<file path="src/inc/serial_baud_pkg.sv">
// Purpose: Constants and carrier types for the serial bit rate generator.
// Assumes: 32-bit AXI4-Lite register access, one aligned word per register.
// Notes:

package serial_baud_pkg;

	// ------------------------------------------------------------------
	// Register byte addresses
	// ------------------------------------------------------------------
	localparam logic [7:0] ADDR_TX_CTRL = 8'h00;
	localparam logic [7:0] ADDR_RX_CTRL = 8'h04;
	localparam logic [7:0] ADDR_BAUD    = 8'h08;
	localparam logic [7:0] ADDR_DIV_HI  = 8'h0C;
	localparam logic [7:0] ADDR_DIV_LO  = 8'h10;
	localparam logic [7:0] ADDR_STATUS  = 8'h14;

	// ------------------------------------------------------------------
	// Field positions
	// ------------------------------------------------------------------
	localparam int CLK_SRC_BIT    = 7;
	localparam int SYNC_MODE_BIT  = 4;
	localparam int HIGH_SPEED_BIT = 2;
	localparam int PORT_EN_BIT    = 7;
	localparam int WIDE_DIV_BIT   = 3;

	// ------------------------------------------------------------------
	// Reset values and writable masks
	// ------------------------------------------------------------------
	localparam logic [7:0] TX_CTRL_RST  = 8'h02;
	localparam logic [7:0] RX_CTRL_RST  = 8'h00;
	localparam logic [7:0] BAUD_RST     = 8'h40;
	localparam logic [7:0] DIV_RST      = 8'h00;
	localparam logic [7:0] TX_CTRL_WMSK = 8'hFD;
	localparam logic [7:0] RX_CTRL_WMSK = 8'hF8;
	localparam logic [7:0] BAUD_WMSK    = 8'h3B;

	// ------------------------------------------------------------------
	// Prescale factors in timer periods per bit
	// ------------------------------------------------------------------
	localparam logic [6:0] PRESCALE_SLOW = 7'h40;
	localparam logic [6:0] PRESCALE_MID  = 7'h10;
	localparam logic [6:0] PRESCALE_FAST = 7'h04;

	// ------------------------------------------------------------------
	// Bus answers
	// ------------------------------------------------------------------
	localparam logic [1:0] RESP_OKAY   = 2'h0;
	localparam logic [1:0] RESP_SLVERR = 2'h2;

	// ------------------------------------------------------------------
	// Carrier types
	// ------------------------------------------------------------------
	typedef struct packed {
		logic [7:0] tx_ctrl;
		logic [7:0] rx_ctrl;
		logic [7:0] baud;
		logic [7:0] div_hi;
		logic [7:0] div_lo;
	} ctrl_regs_s;

	typedef struct packed {
		ctrl_regs_s regs;
		logic       awready;
		logic       aw_held;
		logic [7:0] aw_addr;
		logic       wready;
		logic       w_held;
		logic [7:0] w_data;
		logic       w_lane0;
		logic       bvalid;
		logic [1:0] bresp;
		logic       arready;
		logic       rvalid;
		logic [1:0] rresp;
		logic [7:0] rdata;
		logic       restart;
		logic [6:0] presc;
		logic       bit_tick;
		logic [2:0] sck_sync;
		logic [1:0] rx_sync;
		logic [2:0] rx_samples;
		logic       rx_level;
	} core_state_s;

	typedef struct packed {
		logic [15:0] count;
		logic        tick;
	} timer_state_s;

endpackage : serial_baud_pkg

</file>
<file path="src/logic/bit_rate_timer.sv">
// Purpose: Free-running period timer that paces the serial bit rate.
// Assumes: Period and restart come from logic on the same clock.
// Notes: The tick is registered, one cycle wide, once per period + 1 clocks.

`timescale 1ns/1ps

module bit_rate_timer (
	// Clock and reset
	input  wire logic        clk_in,
	input  wire logic        rst_in,
	// Control
	input  wire logic        restart_in,
	input  wire logic [15:0] period_in,
	// Pacing
	output logic             tick_out
);

	serial_baud_pkg::timer_state_s st_r;
	serial_baud_pkg::timer_state_s st_nxt;

	// ------------------------------------------------------------------
	// Counter
	// ------------------------------------------------------------------

	// A count past a freshly lowered period wraps at once instead of running to 65535.
	always_comb begin
		st_nxt      = st_r;
		st_nxt.tick = 1'b0;
		if (restart_in) begin
			st_nxt.count = 16'h0000;
		end else if (st_r.count >= period_in) begin
			st_nxt.count = 16'h0000;
			st_nxt.tick  = 1'b1;
		end else begin
			st_nxt.count = st_r.count + 16'h0001;
		end
	end

	// State register.
	always_ff @(posedge clk_in) begin
		if (rst_in) begin
			st_r <= '0;
		end else begin
			st_r <= st_nxt;
		end
	end

	assign tick_out = st_r.tick;
endmodule : bit_rate_timer

</file>
<file path="src/logic/serial_baud_rate_generator.sv">
// Purpose: Bit rate generator for the enhanced serial port with AXI4-Lite registers.
// Assumes: Single 200 MHz clock; receive pin and external clock are asynchronous.
// Notes: Emits one bit-rate tick per bit period and a majority-voted receive level.
//
// Implementation choices: the register addresses and the AXI4-Lite interface to the registers.

`timescale 1ns/1ps

module serial_baud_rate_generator (
	// Clock and reset
	input  wire logic        CORE_CLK_IN,
	input  wire logic        RST_IN,
	// AXI4-Lite write address
	input  wire logic [7:0]  AXI_AWADDR_IN,
	input  wire logic        AXI_AWVALID_IN,
	output logic             AXI_AWREADY_OUT,
	// AXI4-Lite write data
	input  wire logic [31:0] AXI_WDATA_IN,
	input  wire logic [3:0]  AXI_WSTRB_IN,
	input  wire logic        AXI_WVALID_IN,
	output logic             AXI_WREADY_OUT,
	// AXI4-Lite write response
	output logic [1:0]       AXI_BRESP_OUT,
	output logic             AXI_BVALID_OUT,
	input  wire logic        AXI_BREADY_IN,
	// AXI4-Lite read address
	input  wire logic [7:0]  AXI_ARADDR_IN,
	input  wire logic        AXI_ARVALID_IN,
	output logic             AXI_ARREADY_OUT,
	// AXI4-Lite read data
	output logic [31:0]      AXI_RDATA_OUT,
	output logic [1:0]       AXI_RRESP_OUT,
	output logic             AXI_RVALID_OUT,
	input  wire logic        AXI_RREADY_IN,
	// Serial pins
	input  wire logic        RX_PIN_IN,
	input  wire logic        EXT_CLK_PIN_IN,
	// Serial port side
	output logic             BIT_TICK_OUT,
	output logic             RX_LEVEL_OUT
);

	// ------------------------------------------------------------------
	// Helper functions
	// ------------------------------------------------------------------

	// Timer periods per bit for the selected mode.
	function automatic logic [6:0] prescale_of(input logic sync, input logic wide, input logic fast);
		if (sync) begin
			return serial_baud_pkg::PRESCALE_FAST;
		end else if (!wide && !fast) begin
			return serial_baud_pkg::PRESCALE_SLOW;
		end else if (wide && fast) begin
			return serial_baud_pkg::PRESCALE_FAST;
		end else begin
			return serial_baud_pkg::PRESCALE_MID;
		end
	endfunction : prescale_of

	// Divisor n from the byte pair; the high byte drops out in narrow mode.
	function automatic logic [15:0] divisor_of(input serial_baud_pkg::ctrl_regs_s regs);
		if (regs.baud[serial_baud_pkg::WIDE_DIV_BIT]) begin
			return {regs.div_hi, regs.div_lo};
		end else begin
			return {8'h00, regs.div_lo};
		end
	endfunction : divisor_of

	// Address decode shared by the read and write paths.
	function automatic logic addr_known(input logic [7:0] addr);
		return addr == serial_baud_pkg::ADDR_TX_CTRL || addr == serial_baud_pkg::ADDR_RX_CTRL ||
		       addr == serial_baud_pkg::ADDR_BAUD || addr == serial_baud_pkg::ADDR_DIV_HI ||
		       addr == serial_baud_pkg::ADDR_DIV_LO || addr == serial_baud_pkg::ADDR_STATUS;
	endfunction : addr_known

	// Masked merge so that read-only bits keep their reset value.
	function automatic logic [7:0] merge(input logic [7:0] old, input logic [7:0] wr, input logic [7:0] msk);
		return (old & ~msk) | (wr & msk);
	endfunction : merge

	// ------------------------------------------------------------------
	// State and derived controls
	// ------------------------------------------------------------------
	serial_baud_pkg::core_state_s st_r;
	serial_baud_pkg::core_state_s st_nxt;

	logic        sync_mode;
	logic        clk_master;
	logic        high_speed;
	logic        wide_div;
	logic        port_en;
	logic [15:0] divisor;
	logic [6:0]  prescale;
	logic        timer_tick;
	logic        ext_rise;
	logic        internal_clk;

	// Mode bits seen by the rate logic.
	always_comb begin
		sync_mode    = st_r.regs.tx_ctrl[serial_baud_pkg::SYNC_MODE_BIT];
		clk_master   = st_r.regs.tx_ctrl[serial_baud_pkg::CLK_SRC_BIT];
		high_speed   = st_r.regs.tx_ctrl[serial_baud_pkg::HIGH_SPEED_BIT];
		wide_div     = st_r.regs.baud[serial_baud_pkg::WIDE_DIV_BIT];
		port_en      = st_r.regs.rx_ctrl[serial_baud_pkg::PORT_EN_BIT];
		divisor      = divisor_of(st_r.regs);
		prescale     = prescale_of(sync_mode, wide_div, high_speed);
		internal_clk = !sync_mode || clk_master;
		ext_rise     = st_r.sck_sync[1] && !st_r.sck_sync[2];
	end

	// ------------------------------------------------------------------
	// Period timer
	// ------------------------------------------------------------------

	// Held cleared while the port is off so the first bit after enabling is full length.
	bit_rate_timer u_timer (
		.clk_in     (CORE_CLK_IN),
		.rst_in     (RST_IN),
		.restart_in (st_r.restart || !port_en),
		.period_in  (divisor),
		.tick_out   (timer_tick)
	);

	// ------------------------------------------------------------------
	// Next-state logic
	// ------------------------------------------------------------------

	// Bus slave, rate prescaler, pin synchronisers and the receive vote.
	always_comb begin
		st_nxt          = st_r;
		st_nxt.restart  = 1'b0;
		st_nxt.bit_tick = 1'b0;

		// Write address and data are taken independently, in either order.
		if (AXI_AWVALID_IN && st_r.awready) begin
			st_nxt.awready = 1'b0;
			st_nxt.aw_held = 1'b1;
			st_nxt.aw_addr = AXI_AWADDR_IN;
		end
		if (AXI_WVALID_IN && st_r.wready) begin
			st_nxt.wready  = 1'b0;
			st_nxt.w_held  = 1'b1;
			st_nxt.w_data  = AXI_WDATA_IN[7:0];
			st_nxt.w_lane0 = AXI_WSTRB_IN[0];
		end

		// Both halves present: commit the write and answer.
		if (st_r.aw_held && st_r.w_held && !st_r.bvalid) begin
			st_nxt.aw_held = 1'b0;
			st_nxt.w_held  = 1'b0;
			st_nxt.bvalid  = 1'b1;
			st_nxt.bresp   = addr_known(st_r.aw_addr) ? serial_baud_pkg::RESP_OKAY : serial_baud_pkg::RESP_SLVERR;
			if (st_r.w_lane0) begin
				unique case (st_r.aw_addr)
					serial_baud_pkg::ADDR_TX_CTRL: begin
						st_nxt.regs.tx_ctrl = merge(st_r.regs.tx_ctrl, st_r.w_data, serial_baud_pkg::TX_CTRL_WMSK);
					end
					serial_baud_pkg::ADDR_RX_CTRL: begin
						st_nxt.regs.rx_ctrl = merge(st_r.regs.rx_ctrl, st_r.w_data, serial_baud_pkg::RX_CTRL_WMSK);
					end
					serial_baud_pkg::ADDR_BAUD: begin
						st_nxt.regs.baud = merge(st_r.regs.baud, st_r.w_data, serial_baud_pkg::BAUD_WMSK);
					end
					serial_baud_pkg::ADDR_DIV_HI: begin
						st_nxt.regs.div_hi = st_r.w_data;
						st_nxt.restart     = 1'b1;
					end
					serial_baud_pkg::ADDR_DIV_LO: begin
						st_nxt.regs.div_lo = st_r.w_data;
						st_nxt.restart     = 1'b1;
					end
					default: begin
					end
				endcase
			end
		end
		if (st_r.bvalid && AXI_BREADY_IN) begin
			st_nxt.bvalid  = 1'b0;
			st_nxt.awready = 1'b1;
			st_nxt.wready  = 1'b1;
		end

		// Reads answer one cycle after the address is taken.
		if (AXI_ARVALID_IN && st_r.arready) begin
			st_nxt.arready = 1'b0;
			st_nxt.rvalid  = 1'b1;
			st_nxt.rresp   = addr_known(AXI_ARADDR_IN) ? serial_baud_pkg::RESP_OKAY : serial_baud_pkg::RESP_SLVERR;
			unique case (AXI_ARADDR_IN)
				serial_baud_pkg::ADDR_TX_CTRL: st_nxt.rdata = st_r.regs.tx_ctrl;
				serial_baud_pkg::ADDR_RX_CTRL: st_nxt.rdata = st_r.regs.rx_ctrl;
				serial_baud_pkg::ADDR_BAUD:    st_nxt.rdata = st_r.regs.baud;
				serial_baud_pkg::ADDR_DIV_HI:  st_nxt.rdata = st_r.regs.div_hi;
				serial_baud_pkg::ADDR_DIV_LO:  st_nxt.rdata = st_r.regs.div_lo;
				serial_baud_pkg::ADDR_STATUS:  st_nxt.rdata = {6'h00, st_r.sck_sync[1], st_r.rx_level};
				default:                       st_nxt.rdata = 8'h00;
			endcase
		end
		if (st_r.rvalid && AXI_RREADY_IN) begin
			st_nxt.rvalid  = 1'b0;
			st_nxt.arready = 1'b1;
		end

		// Pin synchronisers; only the second and later stages feed logic.
		st_nxt.sck_sync = {st_r.sck_sync[1:0], EXT_CLK_PIN_IN};
		st_nxt.rx_sync  = {st_r.rx_sync[0], RX_PIN_IN};

		// Prescaler counts timer periods; a divisor write restarts it with the timer.
		if (!port_en || st_nxt.restart) begin
			st_nxt.presc = 7'h00;
		end else if (internal_clk && timer_tick) begin
			if (st_r.presc >= prescale - 7'h01) begin
				st_nxt.presc    = 7'h00;
				st_nxt.bit_tick = 1'b1;
			end else begin
				st_nxt.presc = st_r.presc + 7'h01;
			end
		end
		// Slave timing follows the external clock's rising edge only.
		if (port_en && !internal_clk && ext_rise) begin
			st_nxt.bit_tick = 1'b1;
		end

		// Three samples at the timer rate; two of three decide the level.
		if (timer_tick) begin
			st_nxt.rx_samples = {st_r.rx_samples[1:0], st_r.rx_sync[1]};
			st_nxt.rx_level   = (st_r.rx_samples[1] & st_r.rx_samples[0]) |
			                    (st_r.rx_samples[1] & st_r.rx_sync[1]) |
			                    (st_r.rx_samples[0] & st_r.rx_sync[1]);
		end
	end

	// ------------------------------------------------------------------
	// State register
	// ------------------------------------------------------------------

	// Receive samples reset high so the line reads idle until real samples arrive.
	always_ff @(posedge CORE_CLK_IN) begin
		if (RST_IN) begin
			st_r                 <= '0;
			st_r.regs.tx_ctrl    <= serial_baud_pkg::TX_CTRL_RST;
			st_r.regs.rx_ctrl    <= serial_baud_pkg::RX_CTRL_RST;
			st_r.regs.baud       <= serial_baud_pkg::BAUD_RST;
			st_r.regs.div_hi     <= serial_baud_pkg::DIV_RST;
			st_r.regs.div_lo     <= serial_baud_pkg::DIV_RST;
			st_r.awready         <= 1'b1;
			st_r.wready          <= 1'b1;
			st_r.arready         <= 1'b1;
			st_r.rx_samples      <= 3'h7;
			st_r.rx_level        <= 1'b1;
		end else begin
			st_r <= st_nxt;
		end
	end

	// ------------------------------------------------------------------
	// Outputs
	// ------------------------------------------------------------------

	// Every output is a state bit; read data above bit 7 is constant zero.
	assign AXI_AWREADY_OUT = st_r.awready;
	assign AXI_WREADY_OUT  = st_r.wready;
	assign AXI_BVALID_OUT  = st_r.bvalid;
	assign AXI_BRESP_OUT   = st_r.bresp;
	assign AXI_ARREADY_OUT = st_r.arready;
	assign AXI_RVALID_OUT  = st_r.rvalid;
	assign AXI_RRESP_OUT   = st_r.rresp;
	assign AXI_RDATA_OUT   = {24'h000000, st_r.rdata};
	assign BIT_TICK_OUT    = st_r.bit_tick;
	assign RX_LEVEL_OUT    = st_r.rx_level;
endmodule : serial_baud_rate_generator
</file>
<file path="config.mk">
export PLATFORM = sky130hd
export DESIGN_NAME = serial_baud_rate_generator
export DESIGN_NICKNAME = d
export VERILOG_FILES = /design/src/inc/serial_baud_pkg.sv /design/src/logic/bit_rate_timer.sv /design/src/logic/serial_baud_rate_generator.sv
export SDC_FILE = /design/constraint.sdc
export NUM_CORES = 1
export LEC_CHECK = 0
export ABC_AREA = 1
export ABC_CLOCK_PERIOD_IN_PS = 2200
export BUFFER_PORTS_ARGS = -buffer_cell sky130_fd_sc_hd__buf_2
export CORE_UTILIZATION = 35
export CTS_CLUSTER_SIZE = 20
export DETAILED_ROUTE_END_ITERATION = 12
export SLEW_MARGIN = 10
export SYNTH_ARGS = -nofsm -noshare
export SYNTH_HDL_FRONTEND = slang
export SYNTH_SLANG_ARGS = --single-unit
</file>
<file path="constraint.sdc">
create_clock -name CORE_CLK_IN -period 2.2 [get_ports CORE_CLK_IN]
set_input_delay 0.44 -clock CORE_CLK_IN [delete_from_list [all_inputs] [get_ports CORE_CLK_IN]]
set_output_delay 0.44 -clock CORE_CLK_IN [all_outputs]
set_load 0.005 [all_outputs]
</file>
==> results.toml, run 1 <==
[run_status]
outcome = "completed"

[drt]
drt-initial-drc-count = 237
drc_errors = 0
avgRoutedWirePerCell_um = 11.9
post_detailed_route_count_of_antenna_violating_nets = 0
route.vias.total = 4042
drt_first_pass_iters = 4
drt_wl_total_um = 10700
via_cell_ratio = 4.51

[global_route]
global_route_wire_length_before_repair_um = 17500
pin_count_of_the_biggest_net_entering_global_routing = 55
aggregate_global_route_resource_usage_pct = 15.2
grt_pass1_vias = 3618
global_route.overflow_total = 0
grt_antenna_before_repair = 0

[critical_path]
cp-end-kind = "register"
cp-start-kind = "register"
r2r_end = "st_r[16]"
r2r_cells = 9
reg2reg_slack_ns = 0.21
critical-path-max-stage-delay_ns = 0.55
critical_path_required_ns = 2.49
worst_r2r_startpoint = "st_r[73]"
critPathArrivalTime_ns = 2.29
crit_path_max_fanout = 10
slowest_stage = "sky130_fd_sc_hd__dfxtp_1"
start_to_end_type_of_the_worst_setup_path = "register to register"
worstPathCellList = "inv_1 > o21ai_0 > ha_1 > a21boi_0 > o21bai_1 > nand3_1 > nand2_1 > nand2_2 > nor2_1"

[worst_hold_path]
min_from = "EXT_CLK_PIN_IN"
holdPathEnd = "st_nxt[7]"
whs_path_depth = 3
worstHoldPathType = "input port to register"

[place]
dp_hpwl_um = 7850
dp_slack_ns = 0.189
placed_cell_area_mm2 = 0.00530
buffer_ports.inserted = 50
gp_congestion = 0.806

[layout]
register_area_mm2 = 0.00202
design_area_mm2 = 0.00564
finalNetCount = 796
final.fill_count = 1485
synthToLayoutAreaGrowth_pct = 11.9
multi_input_comb_area_mm2 = 0.00247
antenna_cells_inserted = 0
layout-drive-gt1-share_pct = 14.2

[clock_tree]
cts_post_setup_buffers_inserted = 0
tritoncts_clock_tree = "built"
hold_fix_buffers_cts = 0
worstSkewPairLatency_ns = 0.36
cts_made_buffers = 9
cts-htree-levels = 3
worst_setup_hold_path_clk_slew_ns = 0.07
ctsRootBufferMaster = "sky130_fd_sc_hd__clkbuf_16"
cts.sink_count = 101
cts.path.max_buffers = 2

[logic_synthesis]
ys_dominant_reg_cell = "sky130_fd_sc_hd__dfxtp_1"
post-synth-top-count-cell = "sky130_fd_sc_hd__nor2_1"
yosysTopAreaCellShare_pct = 40.1
synth_enable_flop_cells = 0
post_synth_instance_area_mm2 = 0.00504
cell_accounting_for_the_most_synthesized_area = "sky130_fd_sc_hd__dfxtp_1"
synth-async-reset-ratio_pct = 0
most_common_library_cells_after_synthesis = "sky130_fd_sc_hd__nor2_1, sky130_fd_sc_hd__dfxtp_1, sky130_fd_sc_hd__nand2_1, sky130_fd_sc_hd__inv_1, sky130_fd_sc_hd__o21ai_0"
post_synth.cell_area_avg_um2 = 7.52
ys_ff_latch = 101
ys_seq_area_share_pct = 40.1
synth_unique_cells = 38
synthesis.instances = 671
synthesis.yosys.warnings = 0
post_synth_main_area_contributors = "sky130_fd_sc_hd__dfxtp_1, sky130_fd_sc_hd__nor2_1, sky130_fd_sc_hd__nand2_1"

[timing]
timing.final.ws_setup_ns = 0.208
timing.clock.skew_ns = 0.00587
setup_violations = 0
final_min_period_ns = 1.99
setup_repair_after_global_routing_missed_its_margin = "no"
totalNegativeSetupSlack_ns = 0
finalMaxSlewViolations = 0
achievable-frequency_mhz = 502
fin_crit_sh_pct = 90.6
hold_viol_final = 0

[die]
placeableCoreArea_mm2 = 0.0140
core.rowCount = 43
initial_util_pct = 36.1
die_width_um = 122
die-area_mm2 = 0.0149
die_y_um = 122
io-pin-count = 104

[power_and_ir_drop]
power_leakage_nw = 2.53
pwr_density_cell_mw_per_mm2 = 696
vdd.ir_drop.worst_mv = 0.419
p_total_w = 0.00393

[flow_run]
maxCapViolations = 0
worst max-delay path: cells and delay by family, from the launching register on:
family	cells	cell delay, ns
fa+ha+maj	1	0.29
buf+inv	1	0.15
compound gates	3	0.54
flops	1	0.55
simple gates	4	0.40
cell type report:
type	instances	share of cell area, %
Clock buffer	10	4.24
Sequential cell	101	35.8
Clock inverter	6	1.64
Inverter	80	5.32
Timing Repair Buffer	56	5.23
Multi-Input combinational cell	464	43.7
Tap cell	180	3.99
sequential cells by signal, indices dropped and copies added, names as in the netlist, 3 cells and up:
name and flops:
st_r 61, u_timer.st_r 16, AXI_RDATA_OUT 8, st_nxt 3
report_power, final:
group | internal (W) | total, W | switching, W | leakage (nW)
combinational | 0.0000851 | 0.000244 | 0.000159 | 1.54
clock | 0.00104 | 0.00177 | 0.000728 | 0.161
sequential | 0.00187 | 0.00192 | 0.0000427 | 0.821
metrics by stage:
stage / hold slack (ns) / util, % / instances
finish: 0.287 / 40.3 / 897
global route: 0.298 / 40.3 / 897
CTS: 0.278 / 40.3 / 897
detailed placement: 0.399 / 37.9 / 881
global placement: 0.397 / 37.9 / 881
floorplan: 0.388 / - / 696
metal layers:
| metal | wire, um | vias to the layer above | global-route usage [%] |
|---|---|---|---|
| met5 | 0 | - | 0 |
| met4 | 272 | 0 | 7.25 |
| met3 | 520 | 18 | 3.14 |
| met2 | 4540 | 93 | 22.8 |
| met1 | 5360 | 1760 | 20.7 |
| li1 | - | 2171 | - |
worst max-delay path by stage:
stage                        start              end  slack (ns)
after detailed placement  st_r[73]  u_timer.st_r[3]        0.19
after CTS                 st_r[73]  u_timer.st_r[3]        0.17
after global placement    st_r[73]  u_timer.st_r[8]        0.22
final                     st_r[73]         st_r[16]        0.21
after floorplan           st_r[73]         st_r[16]        0.43
after global routing      st_r[73]         st_r[14]        0.03
cells by family (layout without fill, tap and decap cells):
| kind of cell | count (synthesis) | count (layout) | share of synthesized area (%) |
|---|---|---|---|
| buffers and inverters | 131 | 152 | 13.0 |
| DFF | 101 | 101 | 40.1 |
| muxes | 1 | 1 | 0.198 |
| other | 2 | 27 | 0.149 |
| and+or+nand+nor | 269 | 269 | 24.9 |
| xor gates and xnor gates | 17 | 17 | 2.95 |
| AOI/OAI and AO/OA | 127 | 127 | 13.1 |
| adders and majority gates | 23 | 23 | 5.71 |
what timing repair did:
| item | CTS | global route |
|---|---|---|
| gates resized for setup | 0 | 1 |
| setup endpoints to repair | 0 | 1 |
| endpoints found under the hold margin | 0 | 0 |
placed cells by master (no fill, tap or decap), types with 2 or more instances in the layout:
| cell type | instances |
|---|---|
| sky130_fd_sc_hd__nor2_4 | 4 |
| sky130_fd_sc_hd__o21bai_1 | 2 |
| sky130_fd_sc_hd__ha_1 | 23 |
| sky130_fd_sc_hd__bufinv_16 | 2 |
| sky130_fd_sc_hd__buf_4 | 6 |
| sky130_fd_sc_hd__nand3_1 | 43 |
| sky130_fd_sc_hd__nand4_1 | 4 |
| sky130_fd_sc_hd__nand3_2 | 2 |
| sky130_fd_sc_hd__inv_1 | 74 |
| sky130_fd_sc_hd__dfxtp_1 | 101 |
| sky130_fd_sc_hd__a21boi_0 | 3 |
| sky130_fd_sc_hd__xor2_1 | 13 |
| sky130_fd_sc_hd__nand3_4 | 2 |
| sky130_fd_sc_hd__nor2_2 | 4 |
| sky130_fd_sc_hd__nand2_1 | 92 |
| sky130_fd_sc_hd__o21ai_0 | 68 |
| sky130_fd_sc_hd__nor3_1 | 2 |
| sky130_fd_sc_hd__a21oi_1 | 50 |
| sky130_fd_sc_hd__xnor2_1 | 4 |
| sky130_fd_sc_hd__conb_1 | 27 |
| sky130_fd_sc_hd__nor2_1 | 104 |
| sky130_fd_sc_hd__clkbuf_16 | 9 |
| sky130_fd_sc_hd__nor3_4 | 2 |
| sky130_fd_sc_hd__nand2_2 | 4 |
| sky130_fd_sc_hd__inv_2 | 5 |
| sky130_fd_sc_hd__buf_2 | 50 |
No activity file was read; power rests on OpenSTA's default activity.
==> run 2: changes to the inputs <==
ABC_AREA = not set   (was 1)
TNS_END_PERCENT = 100   (was not set)
==> run 2 against run 1 <==
  * Via count is 7.1% lower
  * Sequential share of layout area is 1.4 points higher
  * Final cell count is 13% lower
  * Total power is 8.1% lower
  * Largest power group unchanged
==> results.toml, run 2 <==
[drt]
via_cell_ratio = 4.79
routed-wl-met2_um = 4690
drt_wl_total_um = 10300
highest-signal-layer = "met4"
drt_first_pass_iters = 5
route.vias.total = 3757
post_detailed_route_count_of_antenna_violating_nets = 0
avgRoutedWirePerCell_um = 13.2
drc_errors = 0
drt-initial-drc-count = 227
drt-met1-wl_um = 4840
met3_wirelength_um = 629

[timing]
achievable-frequency_mhz = 488
timing.final.ws_setup_ns = 0.151
finalMaxSlewViolations = 0
max-slew-margin-rel_pct = 55.2
max_slew.worst_pin.slew_ns = 0.672
setup_repair_after_global_routing_missed_its_margin = "no"
timing.clock.skew_ns = 0.00611
setup_violations = 0
final_min_period_ns = 2.05
hold_viol_final = 0
fin_crit_sh_pct = 93.1
totalNegativeSetupSlack_ns = 0

[layout]
number_of_flip_flops_in_the_largest_register = 61
layout.cells.most_common_list = "sky130_fd_sc_hd__dfxtp_1, sky130_fd_sc_hd__nor2_1, sky130_fd_sc_hd__nand2_1"
layout-drive-gt1-share_pct = 14.7
mostFrequentLayoutCell = "sky130_fd_sc_hd__dfxtp_1"
finish.cell_count_without_fillers = 784
synthToLayoutAreaGrowth_pct = 12.9
finalNetCount = 686
registers.top_by_ff_count = "st_r"

[power_and_ir_drop]
power.switching_fraction_pct = 23.3
internal-power_w = 0.00277
vdd.ir_drop.worst_mv = 0.433
power_switching_w = 0.000841
power.sequential.fraction_pct = 52.6
power_leakage_nw = 2.28
clockPowerShare_pct = 42.2
pwr_density_cell_mw_per_mm2 = 663
comb_power_share_pct = 5.2

[logic_synthesis]
synthesis.yosys.warnings = 0
yosysTopAreaCellShare_pct = 41.9
ys_dominant_reg_cell = "sky130_fd_sc_hd__dfxtp_1"
post-synth-top-count-cell = "sky130_fd_sc_hd__dfxtp_1"
synth-compound-area-share_pct = 11.9
synth_unique_cells = 47
synth_adder_area_share_pct = 5.97
ys_seq_area_share_pct = 41.9
cell_accounting_for_the_most_synthesized_area = "sky130_fd_sc_hd__dfxtp_1"
post_synthesis_mux_area_share_pct = 7.55
post_synth.cell_area_avg_um2 = 8.61
post_synth_instance_area_mm2 = 0.00482
synth-async-reset-ratio_pct = 0
synth_enable_flop_cells = 0
post_synth_main_area_contributors = "sky130_fd_sc_hd__dfxtp_1, sky130_fd_sc_hd__mux2i_1, sky130_fd_sc_hd__ha_1"
post_synth_and_or_nand_nor_area_fraction_pct = 20.4
synthesis.instances = 560
synth_top_family_by_area = "simple AND/OR/NAND/NOR gates"
ys_ff_latch = 101
post_synth_xor_area_fraction_pct = 3.63
most_common_library_cells_after_synthesis = "sky130_fd_sc_hd__dfxtp_1, sky130_fd_sc_hd__nor2_1, sky130_fd_sc_hd__nand2_1, sky130_fd_sc_hd__a21oi_1, sky130_fd_sc_hd__buf_4"

[critical_path]
reg2reg_slack_ns = 0.15
r2r_end = "st_r[11]"
cp-end-kind = "register"
r2r_cells = 7
crit_path_max_fanout = 7
cp-start-kind = "register"
critical_path_required_ns = 2.47
start_to_end_type_of_the_worst_setup_path = "register to register"
critPathArrivalTime_ns = 2.32
worst_r2r_startpoint = "high_speed"

[clock_tree]
worst_setup_hold_path_clk_slew_ns = 0.07
cts.sink_count = 101
cts-htree-levels = 3
ctsRootBufferMaster = "sky130_fd_sc_hd__clkbuf_16"
worstSkewPairLatency_ns = 0.35
hold_fix_buffers_cts = 0
cts_made_buffers = 9
tritoncts_clock_tree = "built"
cts.path.max_buffers = 2

[die]
die-area_mm2 = 0.0143
die_width_um = 119
io-pin-count = 104
initial_util_pct = 36.1
core.rowCount = 42
die_y_um = 119
placeableCoreArea_mm2 = 0.0133

[place]
dp_slack_ns = 0.00146
numPlacedInstances = 766
gp_congestion = 0.816
buffer_ports.inserted = 50
dp_hpwl_um = 7800

[run_status]
outcome = "completed"

[global_route]
grt_antenna_before_repair = 1
grt_pass1_vias = 3556
global_route_wire_length_before_repair_um = 17200
pin_count_of_the_biggest_net_entering_global_routing = 42
aggregate_global_route_resource_usage_pct = 15.4
global_route.overflow_total = 0

[worst_hold_path]
min_from = "AXI_WVALID_IN"
holdPathEnd = "AXI_WREADY_OUT"
worstHoldPathType = "input port to register"
whs_path_depth = 2

[flow_run]
maxCapViolations = 0
run 2: cell types whose count changed after synthesis, moves of 7 or more:
| cell | delta |
|---|---|
| sky130_fd_sc_hd__mux2i_1 | +32 |
| sky130_fd_sc_hd__nor2_1 | -30 |
| sky130_fd_sc_hd__nor2b_1 | +11 |
| sky130_fd_sc_hd__o21ai_0 | -56 |
| sky130_fd_sc_hd__a22o_1 | +7 |
| sky130_fd_sc_hd__inv_1 | -56 |
| sky130_fd_sc_hd__clkbuf_1 | +7 |
| sky130_fd_sc_hd__nand3_1 | -21 |
| sky130_fd_sc_hd__nand2b_1 | +7 |
| sky130_fd_sc_hd__nor3_1 | +7 |
| sky130_fd_sc_hd__nand2_1 | -27 |
run 2: power groups by stage:
stage	registers (W)	clock network (W)	logic [W]
3_3_place_gp	0.00194	0	0.000184
3_5_place_dp	0.00194	0	0.000186
4_1_cts	0.00190	0.00157	0.000187
5_1_grt	0.00190	0.00166	0.000215
2_1_floorplan	0.00193	0	0.000159
6_report	0.00190	0.00152	0.000187
run 2: final cells by class:
class	count	area (um2)
well taps	176	220
clock buffers	12	256
repair buffers	61	333
fillers	1371	7910
inverters	18	67.6
flip-flops and latches	101	2030
diodes	1	2.50
clock inverters	4	30.0
multi-input cells	411	2510
run 2: critical path: stages, from the launching register on:
cell	delay (ns)
sky130_fd_sc_hd__dfxtp_4	0.36
sky130_fd_sc_hd__or3_1	0.34
sky130_fd_sc_hd__ha_1	0.27
sky130_fd_sc_hd__and3_4	0.18
sky130_fd_sc_hd__a221oi_2	0.26
sky130_fd_sc_hd__a21o_1	0.16
sky130_fd_sc_hd__nand3b_1	0.22
sky130_fd_sc_hd__a21oi_1	0.19
run 2: worst max path at each step:
stage,start,to,slack [ns],cells after the start
finish,high_speed,st_r[11],0.15,7
global placement,high_speed,st_r[11],0.13,7
detailed placement,high_speed,st_r[11],0.001,7
floorplan,st_r[73],u_timer.st_r[14],0.09,9
global route,high_speed,st_r[13],0.006,7
CTS,high_speed,st_r[11],0.04,7
run 2: per-layer routing:
layer	track usage, %	up-vias
met3	4.60	8
met2	24.0	107
met1	19.9	1711
met4	5.86	0
met5	0	-
li1	-	1931
run 2: kinds of logic (layout without fill, tap and decap cells):
logic type	after synthesis	after routing
and+or+nand+nor	212	212
DFF	101	101
AOI/OAI and AO/OA	93	93
buffers and inverters	73	95
muxes	36	36
adders and majority gates	23	23
xor gates and xnor gates	20	20
other	2	28
run 2: what timing repair did:
| action | 4_1_cts | 5_1_grt |
|---|---|---|
| resized for setup | 1 | 4 |
| pin swaps | 0 | 3 |
| setup endpoints to repair | 2 | 7 |
| buffers inserted | 0 | 1 |
| endpoints found under the hold margin | 0 | 0 |
run 2: stage by stage:
stage | power [W] | cell area [um2] | hold slack [ns] | utilization (%)
floorplan | 0.00209 | 4920 | 0.393 | -
global placement | 0.00212 | 5120 | 0.409 | 38.3
detailed placement | 0.00213 | 5120 | 0.413 | 38.3
CTS | 0.00365 | 5410 | 0.283 | 40.5
global route | 0.00378 | 5440 | 0.303 | 40.8
finish | 0.00361 | 5440 | 0.299 | 40.8
==> run 3: changes to the inputs <==
ABC_CLOCK_PERIOD_IN_PS = 2100   (was 2200)
clock period = 2.1 ns   (was 2.2 ns; I/O delays follow)
==> run 3 against run 2 <==
  * Sequential power rose by 5%
  * Global-route usage hardly changed
  * Combinational power is 7% higher
  * Design area grew 0.85%
  * Sequential share of layout area shrank 0.34 points
  * First-iteration DRC count down 14%
  * Maximum frequency is 1.5% higher
  * Largest cell class unchanged
  * Largest power group unchanged
==> results.toml, run 3 (synthesis results as in run 2) <==
[clock_tree]
worstSkewPairLatency_ns = 0.35
cts-htree-levels = 3
cts.sink_count = 101
hold_fix_buffers_cts = 0
worst_setup_hold_path_clk_slew_ns = 0.07
tritoncts_clock_tree = "built"
cts_made_buffers = 9
cts.path.max_buffers = 2
ctsRootBufferMaster = "sky130_fd_sc_hd__clkbuf_16"

[timing]
worst_hold_slack_ns = 0.277
finalMaxSlewViolations = 0
max-slew-margin-rel_pct = 54.5
timing.clock.skew_ns = 0.00689
hold_viol_final = 0
fin_crit_sh_pct = 96.1
setup_repair_after_global_routing_missed_its_margin = "yes"
achievable-frequency_mhz = 496
setup_violations = 0
max_slew.worst_pin.slew_ns = 0.682
final_min_period_ns = 2.02

[global_route]
global_route.overflow_total = 0
aggregate_global_route_resource_usage_pct = 15.4
grt_pass1_vias = 3519
grt_antenna_before_repair = 0
pin_count_of_the_biggest_net_entering_global_routing = 50
global_route_wire_length_before_repair_um = 17000

[power_and_ir_drop]
vdd.ir_drop.worst_mv = 0.420
pwr_density_cell_mw_per_mm2 = 701
power_switching_w = 0.000895
power.switching_fraction_pct = 23.3
clockPowerShare_pct = 43.1
comb_power_share_pct = 5.2
internal-power_w = 0.00295
power_leakage_nw = 2.30
power.sequential.fraction_pct = 51.7

[critical_path]
critical_path_required_ns = 2.38
cp-start-kind = "register"
cp-end-kind = "register"
crit_path_max_fanout = 7
critPathArrivalTime_ns = 2.30
start_to_end_type_of_the_worst_setup_path = "register to register"

[die]
die_width_um = 119
placeableCoreArea_mm2 = 0.0133
io-pin-count = 104
core.rowCount = 42
initial_util_pct = 36.1
die_y_um = 119
die-area_mm2 = 0.0143

[place]
numPlacedInstances = 768
gp_congestion = 0.790
dp_hpwl_um = 7750
buffer_ports.inserted = 50

[drt]
route.vias.total = 3811
via_cell_ratio = 4.86
drc_errors = 0
avgRoutedWirePerCell_um = 13.4
drt-initial-drc-count = 195
post_detailed_route_count_of_antenna_violating_nets = 0
drt_first_pass_iters = 4
drt_wl_total_um = 10500

[layout]
mostFrequentLayoutCell = "sky130_fd_sc_hd__dfxtp_1"
synthToLayoutAreaGrowth_pct = 13.8
layout.cells.most_common_list = "sky130_fd_sc_hd__dfxtp_1, sky130_fd_sc_hd__nor2_1, sky130_fd_sc_hd__nand2_1"
layout-drive-gt1-share_pct = 15.3
finalNetCount = 687
finish.cell_count_without_fillers = 784
number_of_flip_flops_in_the_largest_register = 61
final.fill_count = 1349
registers.top_by_ff_count = "st_r"
antenna_cells_inserted = 0

[flow_run]
maxCapViolations = 0

[run_status]
outcome = "completed"

[worst_hold_path]
worstHoldPathType = "input port to register"
==> run 3: area by class of cell <==
cell class | instances | area [um2] | share of cell area (%)
inverter | 18 | 67.6 | 1.23
multi-input combinational | 411 | 2520 | 45.9
clock buffer | 10 | 229 | 4.17
timing repair buffer | 62 | 365 | 6.66
tap | 176 | 220 | 4.01
sequential | 101 | 2020 | 36.9
clock inverter | 6 | 62.6 | 1.14
==> run 3: final timing paths <==
check,from,endpoint,slack (ns),cells after the start
hold / removal,AXI_WVALID_IN,AXI_WREADY_OUT,0.28,2
setup / recovery,high_speed,st_r[11],0.08,7
hold reg to reg,st_r[17],u_timer.tick_out,0.42,1
setup reg to reg,high_speed,st_r[11],0.08,7
==> run 3: power groups by stage <==
stage | logic (W) | registers [W] | clock network [W]
6_report | 0.000200 | 0.00199 | 0.00166
3_3_place_gp | 0.000195 | 0.00203 | 0
4_1_cts | 0.000200 | 0.00199 | 0.00169
2_1_floorplan | 0.000167 | 0.00202 | 0
5_1_grt | 0.000227 | 0.00199 | 0.00177
3_5_place_dp | 0.000199 | 0.00203 | 0
==> run 3: worst max-delay path, cell delays in order (launching register included) <==
cell	delay [ns]
sky130_fd_sc_hd__dfxtp_2	0.35
sky130_fd_sc_hd__or3_1	0.35
sky130_fd_sc_hd__ha_1	0.31
sky130_fd_sc_hd__and3_4	0.16
sky130_fd_sc_hd__a221oi_2	0.23
sky130_fd_sc_hd__a21o_1	0.16
sky130_fd_sc_hd__nand3b_1	0.22
sky130_fd_sc_hd__a21oi_1	0.18
==> run 3: stage by stage <==
step / setup slack [ns] / setup TNS, ns / cell area [um2] / power [W] / util [%]
after floorplan: 0.0515 / 0 / 4920 / 0.00219 / -
after global placement: 0.0203 / 0 / 5160 / 0.00223 / 38.6
after detailed placement: 0.000767 / 0 / 5160 / 0.00223 / 38.6
after CTS: 0.0323 / 0 / 5460 / 0.00388 / 40.9
after global routing: -0.0523 / -0.379 / 5490 / 0.00400 / 41.1
final: 0.0819 / 0 / 5490 / 0.00385 / 41.1
==> run 3: repair_timing <==
| item | CTS | global route |
|---|---|---|
| pin swaps | 1 | 10 |
| buffers inserted | 0 | 0 |
| resized for setup | 2 | 6 |
| setup endpoints to repair | 2 | 23 |
| gates cloned | 0 | 0 |
==> run 3: per-layer routing <==
| layer | part of all wire (%) | vias up | global-route usage, % |
|---|---|---|---|
| met5 | 0 | - | 0 |
| met4 | 1.9 | 0 | 7.03 |
| met3 | 5.3 | 18 | 3.11 |
| met2 | 46 | 104 | 24.7 |
| met1 | 47 | 1752 | 19.8 |
| li1 | - | 1937 | - |
